`src/include/emx_consts.svh`:
```
// constants for the extended memory-operand execute datapath
`ifndef EMX_CONSTS_SVH
`define EMX_CONSTS_SVH
`define EMX_ACC_RESET 8'h00
`define EMX_BYTE_ZERO 8'h00
`define EMX_BYTE_ONES 8'hff
`define EMX_BYTE_ONE 8'h01
`define EMX_BIT_TOP 7
`define EMX_BIT_LOW 0
`define EMX_SKIP_CYCLES 2
`endif

```
`src/include/emx_pkg.sv`:
```
// types shared by the extended memory-operand execute datapath
package emx_pkg;
  typedef enum logic [4:0] {
    EXT_MOVE_TO_ACC = 5'h00,
    EXT_MOVE_TO_MEM = 5'h01,
    EXT_OR_TO_ACC = 5'h02,
    EXT_OR_TO_MEMORY = 5'h03,
    EXT_ROTATE_LEFT = 5'h04,
    EXT_ROTATE_LEFT_TO_ACC = 5'h05,
    EXT_ROTATE_LEFT_CARRY = 5'h06,
    EXT_ROTATE_LEFT_CARRY_TO_ACC = 5'h07,
    EXT_ROTATE_RIGHT = 5'h08,
    EXT_ROTATE_RIGHT_TO_ACC = 5'h09,
    EXT_ROTATE_RIGHT_CARRY = 5'h0a,
    EXT_ROTATE_RIGHT_CARRY_TO_ACC = 5'h0b,
    EXT_SUBTRACT_BORROW = 5'h0c,
    EXT_SUBTRACT_BORROW_TO_MEMORY = 5'h0d,
    EXT_SUBTRACT = 5'h0e,
    EXT_SUBTRACT_TO_MEMORY = 5'h0f,
    EXT_DECREMENT_SKIP_ZERO = 5'h10,
    EXT_DECREMENT_SKIP_ZERO_TO_ACC = 5'h11,
    EXT_INCREMENT_SKIP_ZERO = 5'h12,
    EXT_INCREMENT_SKIP_ZERO_TO_ACC = 5'h13,
    EXT_SET_ALL = 5'h14,
    EXT_SET_BIT = 5'h15,
    EXT_SKIP_NONZERO_BIT = 5'h16,
    EXT_SKIP_NONZERO = 5'h17
  } emx_op_t;

  typedef enum logic {
    EMX_RUN = 1'b0,
    EMX_DUMMY = 1'b1
  } emx_state_t;

  typedef struct packed {
    emx_op_t op;
    logic [7:0] mem_byte;
    logic [2:0] bit_sel;
  } emx_req_t;

  typedef struct packed {
    logic overflow_flag;
    logic z;
    logic aux_carry_flag;
    logic c;
    logic signed_compare_flag;
    logic combined_zero_flag;
  } emx_flags_t;
endpackage

```
`src/hdl/emx_core.sv`:
```
// execute datapath for extended instructions that act on a data memory byte
// Function
// RULE1 - moves copy byte, flags untouched
// RULE2 - or to acc or memory, zero only
// RULE3 - rotate left, top bit into bit0
// RULE4 - rotate left through carry
// RULE5 - rotate right, bit0 into top bit
// RULE6 - rotate right through carry
// RULE7 - acc rotate forms leave memory intact
// RULE8 - subtract acc, memory and inverted carry
// RULE9 - plain subtract ignores carry input
// RULE10 - carry is one when no borrow
// RULE11 - subtracts update all six flags
// RULE12 - decrement memory, skip when zero
// RULE13 - increment memory, skip when zero
// RULE14 - acc forms write acc, skip on zero
// RULE15 - taken skip costs dummy second cycle
// RULE16 - byte set loads all ones
// RULE17 - bit set forces one bit
// RULE18 - skip when selected bit is one
// RULE19 - skip when byte is non-zero
// RULE20 - zero flag follows result byte
`include "emx_consts.svh"

module emx_core
  import emx_pkg::*;
(
  // clock and reset
  input wire logic CLK,
  input wire logic RESET_N,
  // instruction request from the sequencer
  input wire logic OP_VALID,
  output logic OP_READY,
  input emx_req_t OP_REQ,
  // data memory write-back
  output logic MEM_WE,
  output logic [7:0] MEM_WDATA,
  // architectural state
  output logic [7:0] ACCUMULATOR_REG,
  output emx_flags_t STATUS_FLAGS,
  // sequencing
  output logic SKIP_NEXT,
  output logic DUMMY_SLOT
);

  emx_state_t state_q;
  emx_state_t state_d;
  logic [7:0] acc_q;
  logic [7:0] acc_d;
  emx_flags_t flg_q;
  emx_flags_t flg_d;
  logic we_q;
  logic we_d;
  logic [7:0] wd_q;
  logic [7:0] wd_d;
  logic skip_q;
  logic skip_d;

  wire logic taken;
  wire logic [7:0] m;
  wire logic [7:0] rol_v;
  wire logic [7:0] rolc_v;
  wire logic [7:0] ror_v;
  wire logic [7:0] rorc_v;
  wire logic [7:0] or_v;
  wire logic [7:0] dec_v;
  wire logic [7:0] inc_v;
  wire logic [7:0] bit_mask;
  wire logic use_borrow;
  wire logic borrow_in;
  wire logic [8:0] diff9;
  wire logic [4:0] diff_lo;
  wire logic [7:0] diff_v;
  wire logic diff_ov;
  wire logic diff_z;
  emx_flags_t sub_flags;

  assign taken = OP_VALID && OP_READY;
  assign m = OP_REQ.mem_byte;
  assign rol_v = {m[6:0], m[`EMX_BIT_TOP]}; // [RULE3]
  assign rolc_v = {m[6:0], flg_q.c}; // [RULE4]
  assign ror_v = {m[`EMX_BIT_LOW], m[7:1]}; // [RULE5]
  assign rorc_v = {flg_q.c, m[7:1]}; // [RULE6]
  assign or_v = acc_q | m; // [RULE2]
  assign dec_v = m - `EMX_BYTE_ONE; // [RULE12]
  assign inc_v = m + `EMX_BYTE_ONE; // [RULE13]
  assign bit_mask = `EMX_BYTE_ONE << OP_REQ.bit_sel;

  // borrow-in is the inverted carry only for the with-borrow pair
  assign use_borrow = (OP_REQ.op == EXT_SUBTRACT_BORROW)
    || (OP_REQ.op == EXT_SUBTRACT_BORROW_TO_MEMORY);
  assign borrow_in = use_borrow & ~flg_q.c; // [RULE8] [RULE9]
  assign diff9 = {1'b0, acc_q} - {1'b0, m} - {8'h00, borrow_in};
  assign diff_lo = {1'b0, acc_q[3:0]} - {1'b0, m[3:0]} - {4'h0, borrow_in};
  assign diff_v = diff9[7:0];
  assign diff_ov = (acc_q[7] ^ m[7]) & (acc_q[7] ^ diff_v[7]);
  assign diff_z = (diff_v == `EMX_BYTE_ZERO); // [RULE20]

  // the combined zero chains across bytes only in the with-borrow pair
  always_comb
  begin
    sub_flags.overflow_flag = diff_ov; // [RULE11]
    sub_flags.z = diff_z;
    sub_flags.aux_carry_flag = ~diff_lo[4];
    sub_flags.c = ~diff9[8]; // [RULE10]
    sub_flags.signed_compare_flag = ~(diff_v[7] ^ diff_ov);
    sub_flags.combined_zero_flag = use_borrow ? (diff_z & flg_q.combined_zero_flag) : diff_z;
  end

  always_comb
  begin
    acc_d = acc_q;
    flg_d = flg_q;
    we_d = 1'b0;
    wd_d = wd_q;
    skip_d = 1'b0;
    if (taken)
    begin
      case (OP_REQ.op)
        EXT_MOVE_TO_ACC: acc_d = m; // [RULE1]
        EXT_MOVE_TO_MEM:
        begin
          we_d = 1'b1; // [RULE1]
          wd_d = acc_q;
        end
        EXT_OR_TO_ACC:
        begin
          acc_d = or_v; // [RULE2]
          flg_d.z = (or_v == `EMX_BYTE_ZERO); // [RULE20]
        end
        EXT_OR_TO_MEMORY:
        begin
          we_d = 1'b1; // [RULE2]
          wd_d = or_v;
          flg_d.z = (or_v == `EMX_BYTE_ZERO); // [RULE20]
        end
        EXT_ROTATE_LEFT:
        begin
          we_d = 1'b1; // [RULE3]
          wd_d = rol_v;
        end
        EXT_ROTATE_LEFT_TO_ACC: acc_d = rol_v; // [RULE7]
        EXT_ROTATE_LEFT_CARRY:
        begin
          we_d = 1'b1;
          wd_d = rolc_v;
          flg_d.c = m[`EMX_BIT_TOP]; // [RULE4]
        end
        EXT_ROTATE_LEFT_CARRY_TO_ACC:
        begin
          acc_d = rolc_v; // [RULE7]
          flg_d.c = m[`EMX_BIT_TOP];
        end
        EXT_ROTATE_RIGHT:
        begin
          we_d = 1'b1; // [RULE5]
          wd_d = ror_v;
        end
        EXT_ROTATE_RIGHT_TO_ACC: acc_d = ror_v; // [RULE7]
        EXT_ROTATE_RIGHT_CARRY:
        begin
          we_d = 1'b1;
          wd_d = rorc_v;
          flg_d.c = m[`EMX_BIT_LOW]; // [RULE6]
        end
        EXT_ROTATE_RIGHT_CARRY_TO_ACC:
        begin
          acc_d = rorc_v; // [RULE7]
          flg_d.c = m[`EMX_BIT_LOW];
        end
        EXT_SUBTRACT_BORROW, EXT_SUBTRACT:
        begin
          acc_d = diff_v; // [RULE8] [RULE9]
          flg_d = sub_flags; // [RULE11]
        end
        EXT_SUBTRACT_BORROW_TO_MEMORY, EXT_SUBTRACT_TO_MEMORY:
        begin
          we_d = 1'b1; // [RULE8] [RULE9]
          wd_d = diff_v;
          flg_d = sub_flags; // [RULE11]
        end
        EXT_DECREMENT_SKIP_ZERO:
        begin
          we_d = 1'b1; // [RULE12]
          wd_d = dec_v;
          skip_d = (dec_v == `EMX_BYTE_ZERO);
        end
        EXT_DECREMENT_SKIP_ZERO_TO_ACC:
        begin
          acc_d = dec_v; // [RULE14]
          skip_d = (dec_v == `EMX_BYTE_ZERO);
        end
        EXT_INCREMENT_SKIP_ZERO:
        begin
          we_d = 1'b1; // [RULE13]
          wd_d = inc_v;
          skip_d = (inc_v == `EMX_BYTE_ZERO);
        end
        EXT_INCREMENT_SKIP_ZERO_TO_ACC:
        begin
          acc_d = inc_v; // [RULE14]
          skip_d = (inc_v == `EMX_BYTE_ZERO);
        end
        EXT_SET_ALL:
        begin
          we_d = 1'b1; // [RULE16]
          wd_d = `EMX_BYTE_ONES;
        end
        EXT_SET_BIT:
        begin
          we_d = 1'b1; // [RULE17]
          wd_d = m | bit_mask;
        end
        EXT_SKIP_NONZERO_BIT: skip_d = |(m & bit_mask); // [RULE18]
        EXT_SKIP_NONZERO: skip_d = (m != `EMX_BYTE_ZERO); // [RULE19]
        default: skip_d = 1'b0;
      endcase
    end
  end

  // a taken skip holds off the next request for the dummy slot
  always_comb
  begin
    case (state_q)
      EMX_RUN: state_d = skip_d ? EMX_DUMMY : EMX_RUN; // [RULE15]
      EMX_DUMMY: state_d = EMX_RUN;
      default: state_d = EMX_RUN;
    endcase
  end

  always_ff @(posedge CLK or negedge RESET_N)
  begin
    if (!RESET_N)
    begin
      state_q <= EMX_RUN;
      acc_q <= `EMX_ACC_RESET;
      flg_q <= '0;
      we_q <= 1'b0;
      wd_q <= `EMX_BYTE_ZERO;
      skip_q <= 1'b0;
    end
    else
    begin
      state_q <= state_d;
      acc_q <= acc_d;
      flg_q <= flg_d;
      we_q <= we_d;
      wd_q <= wd_d;
      skip_q <= skip_d;
    end
  end

  assign OP_READY = (state_q == EMX_RUN);
  assign DUMMY_SLOT = (state_q == EMX_DUMMY);
  assign MEM_WE = we_q;
  assign MEM_WDATA = wd_q;
  assign ACCUMULATOR_REG = acc_q;
  assign STATUS_FLAGS = flg_q;
  assign SKIP_NEXT = skip_q;
endmodule

```
`config.mk`:
```
export PLATFORM = sky130hd
export DESIGN_NAME = emx_core
export DESIGN_NICKNAME = d
export VERILOG_FILES = /design/src/include/emx_pkg.sv /design/src/hdl/emx_core.sv
export VERILOG_INCLUDE_DIRS = /design/src /design/src/include
export SDC_FILE = /design/constraint.sdc
export NUM_CORES = 1
export LEC_CHECK = 0
export ABC_AREA = 1
export BUFFER_PORTS_ARGS = -buffer_cell sky130_fd_sc_hd__buf_4
export CAP_MARGIN = 20
export CORE_MARGIN = 4
export CORE_UTILIZATION = 40
export DETAILED_ROUTE_END_ITERATION = 10
export PLACE_DENSITY = 0.66
export SLEW_MARGIN = 20
export SYNTH_ARGS = -nofsm -noshare
export SYNTH_HDL_FRONTEND = slang
export SYNTH_SLANG_ARGS = --single-unit
```
`constraint.sdc`:
```
create_clock -name CLK -period 5.16 [get_ports CLK]
set_clock_uncertainty 0.2 [all_clocks]
set_input_delay 1.29 -clock CLK [delete_from_list [all_inputs] [get_ports CLK]]
set_output_delay 1.29 -clock CLK [all_outputs]
set_load 0.02 [all_outputs]
```
Word-level counts from Yosys, hierarchy flattened --
Cells that the tools add are included.
Word-level totals: flip-flop bits (word level) 25, bits of input ports 19, word-level logic and storage cells 93, output and inout bits 26
Cells by class: muxes and demuxes 11, shift operators 1, reductions and logical operators 27, equal/unequal tests 23, bitwise operators 14, add/subtract/negate cells 6
Operators by type and width (count):
- $pmux 8 s11 | 1
- $pmux 8 s9 | 1
- $eq 5x4->1 const B | 8
- $eq 5x5->1 const B | 8
- $logic_not 8->1 | 4
- $eq 5x3->1 const B | 4
- $or 8x8->8 | 2
- $reduce_or 2->1 | 7
- $reduce_or 12->1 | 1
- $reduce_bool 11->1 | 1
- $eq 5x2->1 const B | 2
- $reduce_and 2->1 | 5
- $reduce_bool 9->1 | 1
- $sub 8x8->9 | 1
- $sub 9x1->9 | 1
- $add 8x1->8 const B | 1
- $and 8x8->8 | 1
- $reduce_bool 8->1 | 1
- $reduce_or 8->1 | 1
- $shl 1x3->8 const A | 1
- $sub 8x1->8 const B | 1
- $eq 5x1->1 const B | 1
- $logic_not 5->1 | 1
- $mux 1 | 5
- 13 further kinds | 22

Logic depth before layout (Yosys ltp) --
word-level depth 8, depth in mapped cells 22, mapped depth without buffers 20

Worst setup path before layout --
No wires, ideal clock.
path type input-to-reg, from input port OP_REQ[15] (netlist bit), to register flg_q, in the netlist STATUS_FLAGS[4], required time 4.895 ns, path buffers 2, setup slack 1.386 ns, setup time 0.065 ns, cell stages on the path 17, data arrival time 3.509 ns, cells stage by stage buf_4 inv_2 buf_6 nand3_1 inv_1 nand3_1 fa_1 fa_1 xor2_1 nand2_1 nor2_1 nand3_1 nor2_1 nand2_1 nand2_1 nand2_1 nand2_1
Between the ends: word-level cells in the longest chain between the ends 6, elaborated cells between the ends (all ways) 15, those cells by class add/sub: 1; eq/ne: 6; mux: 1; bitwise: 1; reduce/logical: 6
RTL lines:
- start: declaration | RTL line emx_core.sv:34 | input emx_req_t OP_REQ,
- $eq 5x4->1 (on tied branches) | RTL line emx_core.sv:90, emx_core.sv:119, emx_core.sv:91
- $logic_or 1x1->1 | RTL line emx_core.sv:91 | || (OP_REQ.op == EXT_SUBTRACT_BORROW_TO_MEMORY);
- $and 1x1->1 | RTL line emx_core.sv:92 | assign borrow_in = use_borrow & ~flg_q.c;
- $sub 9x1->9 | RTL line emx_core.sv:93 | assign diff9 = {1'b0, acc_q} - {1'b0, m} - {8'h00, borrow_in};
- $logic_not 8->1 (no line)
- $pmux 1 s2 | RTL line emx_core.sv:119 | case (OP_REQ.op)
- end signal: assignment | RTL line emx_core.sv:246 | flg_q <= flg_d;
- end: declaration | RTL line emx_core.sv:50 | emx_flags_t flg_q;
Several ways; a longest one is shown, not always the timed one. A chain may end at the register's enable or synchronous reset.

Worst setup path after layout --
Same ends and word-level chain as after synthesis.

==> reports/metrics.cfg <==
[worst_setup_path]
cpMostUsedCell=nand2_1
startpoint_type=input pin
critical_path_class=in -> reg
cp-end-kind=flip-flop
path_cells=buf_4 > inv_2 > nand3_1 > inv_1 > nand3_1 > fa_1 > fa_1 > xor2_1 > nand2_1 > nor2_1 > nand3_1 > nor2_1 > nand2_1 > nand2_1 > nand2_1 > nand2_1
critical_path.max_stage_delay_ns=0.44
r2r_cells=13
endpoint=STATUS_FLAGS[4]
r2r_end=STATUS_FLAGS[4]
r2r_setup_slack_ns=2.45
worstPathBufferInverterCount=3
cp_slowest_cell=fa_1
cpLargestDelayFamily=simple AND/OR/NAND/NOR gates
required_ns=5.19
arrival_ns=3.99
cp_max_fo=16
worstSetupStartpoint=OP_REQ[15]
cp.depth=16
r2r_start=STATUS_FLAGS[2]

[logic_synthesis]
syn_avg_cell_area_um2=5.59
ys.warnings.count=0
synth-edff-count=0
synth.net_count=690
ys.flop_type=dfrtp_1
synth_cell_types=38
seq_area_frac_synth_pct=17.3
netlist_instances=645
netlist_area_um2=3610
async_flop_share_pct=100
synth-seq-cells=25

[drt]
drtPass1Iterations=5
ant_nets=0
drc=0
drt_wl_total_um=14000
drt_iter0_markers=358
vias_per_cell=5.54
vias=4334
wl_per_cell_um=17.8

[floorplan]
die-area_um2=10600
ios=45
die_h_um=103
core_area_um2=8760
rows=34
die_x_um=103
start_util_pct=41.2

[clock_tree]
cts_made_buffers=3
ctsResizeCount=0
clock_latency_ns=0.28
cts.root.buffer_cell=clkbuf_8
clkTransAtPathRegs_ns=0.11
cts_hold_buf=0
cts.path.max_buffers=2
tritoncts=yes
htree_levels=1
post-cts-setup-buffers=0
cts.sinks=25

[cells_and_area]
diodes=0
final_cell_mix=210 x nand2_1, 97 x nor2_1, 89 x nand3_1
nNetsFinal=721
final_area_um2=4010
drive_gt1_share_pct=11.0
instances_no_fill=783
layout_commonest_cell=nand2_1
syn_to_final_growth_pct=11.2
fillCellCount=964

[sta]
setup_viol_count_final=0
hold_ws_ns=0.291
max_slew.worst_pin.slew_ns=0.768
fmax_mhz=253
period_minus_slack_ns=3.96
slew_viol_final=0
rsz0062_at_grt=no
fin_setup_tns_ns=0
slew_headroom_pct=48.6
min_period_over_period_pct=76.7
final-hold-violation-count=0

[grt]
grt_pass1_vias=4038
grt_pass1_wl_um=21300
antenna_found_initial=0
overflow=0
grt_start_max_net_pins=26
track_usage_pct=26.2

[power_and_ir_drop]
leakagePower_nw=2.19
power.density_nw_per_um2=297
ir_drop_uv=210

[hold_path]
holdCritPathClass=reg -> reg

[job]
drv_cap=0

[placement]
hpwl_um=11400
dp_cells=779
place.gp.congestion=1.01
io_buffers=44
placed_area_um2=3970

[run_status]
status=completed

[per-layer routing]
layer	up-vias	global-route usage, %	part of all wire, %
met5	-	0	0
met4	0	13.5	4.9
met3	41	3.45	7.2
met2	190	40.9	44
met1	1985	35.3	43
li1	2118	-	-
[Yosys cell counts, types with 7 or more instances]
library cell,count,area (um2)
nand2_1,210,788
buf_4,7,52.6
a21oi_1,14,70.1
nand4_1,14,87.6
nand3_1,89,445
nor3_1,9,45.0
o22ai_1,7,43.8
dfrtp_1,25,626
nor2_1,97,364
o21ai_0,18,90.1
inv_1,69,259
ha_1,24,300
[worst reg2reg max path: cells and delay by family (launching register included)]
| kind | cells | cell delay [ns] |
|---|---|---|
| buffers and inverters | 1 | 0.10 |
| adders and majority gates | 2 | 0.88 |
| DFF | 1 | 0.46 |
| xor gates and xnor gates | 1 | 0.27 |
| and+or+nand+nor | 9 | 0.75 |
[where the power goes]
group / leakage [nW] / total (mW) / internal (mW) / switching, mW
Sequential: 0.317 / 0.309 / 0.250 / 0.0590
Clock: 0.0217 / 0.132 / 0.0550 / 0.0772
Combinational: 1.85 / 0.752 / 0.263 / 0.489
[registers in the layout (all words and copies together), names as in the netlist]
| name | flops |
|---|---|
| MEM_WE | 1 |
| DUMMY_SLOT | 1 |
| MEM_WDATA | 8 |
| ACCUMULATOR_REG | 8 |
| STATUS_FLAGS | 6 |
| SKIP_NEXT | 1 |
[area by class of cell]
cell class                      instances  area [um2]  share of cell area, %
Multi-Input combinational cell        521        2560                   63.8
Sequential cell                        25         626                   15.6
Timing Repair Buffer                   46         345                   8.60
Inverter                               79         297                   7.39
Tap cell                              108         135                   3.37
Clock buffer                            3        41.3                   1.03
Clock inverter                          1        7.51                  0.187
[per-stage QoR]
step	util (%)	total power [mW]	worst slack (ns)
final	45.8	1.19	1.20
after global routing	45.8	1.29	0.978
after CTS	45.8	1.19	1.26
after detailed placement	45.2	1.05	0.971
after global placement	45.2	1.05	1.08
after floorplan	-	0.797	1.39
[worst min path at each step]
| stage | cells past startpoint | slack [ns] | endpoint | start |
|---|---|---|---|---|
| final | 2 | 0.29 | MEM_WDATA[4] | MEM_WDATA[4] |
| after global routing | 2 | 0.31 | MEM_WDATA[4] | MEM_WDATA[4] |
| after CTS | 2 | 0.29 | MEM_WDATA[4] | MEM_WDATA[4] |
| after detailed placement | 2 | 0.27 | MEM_WDATA[4] | MEM_WDATA[4] |
| after global placement | 2 | 0.27 | MEM_WDATA[4] | MEM_WDATA[4] |
| after floorplan | 2 | 0.38 | MEM_WDATA[4] | MEM_WDATA[4] |
[kinds of logic (layout without fill, tap and decap cells)]
kind of cell	after synthesis	after routing	share of synthesized area, %
AOI/OAI and AO/OA	48	48	7.73
xor gates and xnor gates	4	4	0.971
adders and majority gates	26	26	9.43
buffers and inverters	99	129	11.7
DFF	25	25	17.3
and+or+nand+nor	443	443	52.9
Note: power is estimated with default switching activity, not from simulation.
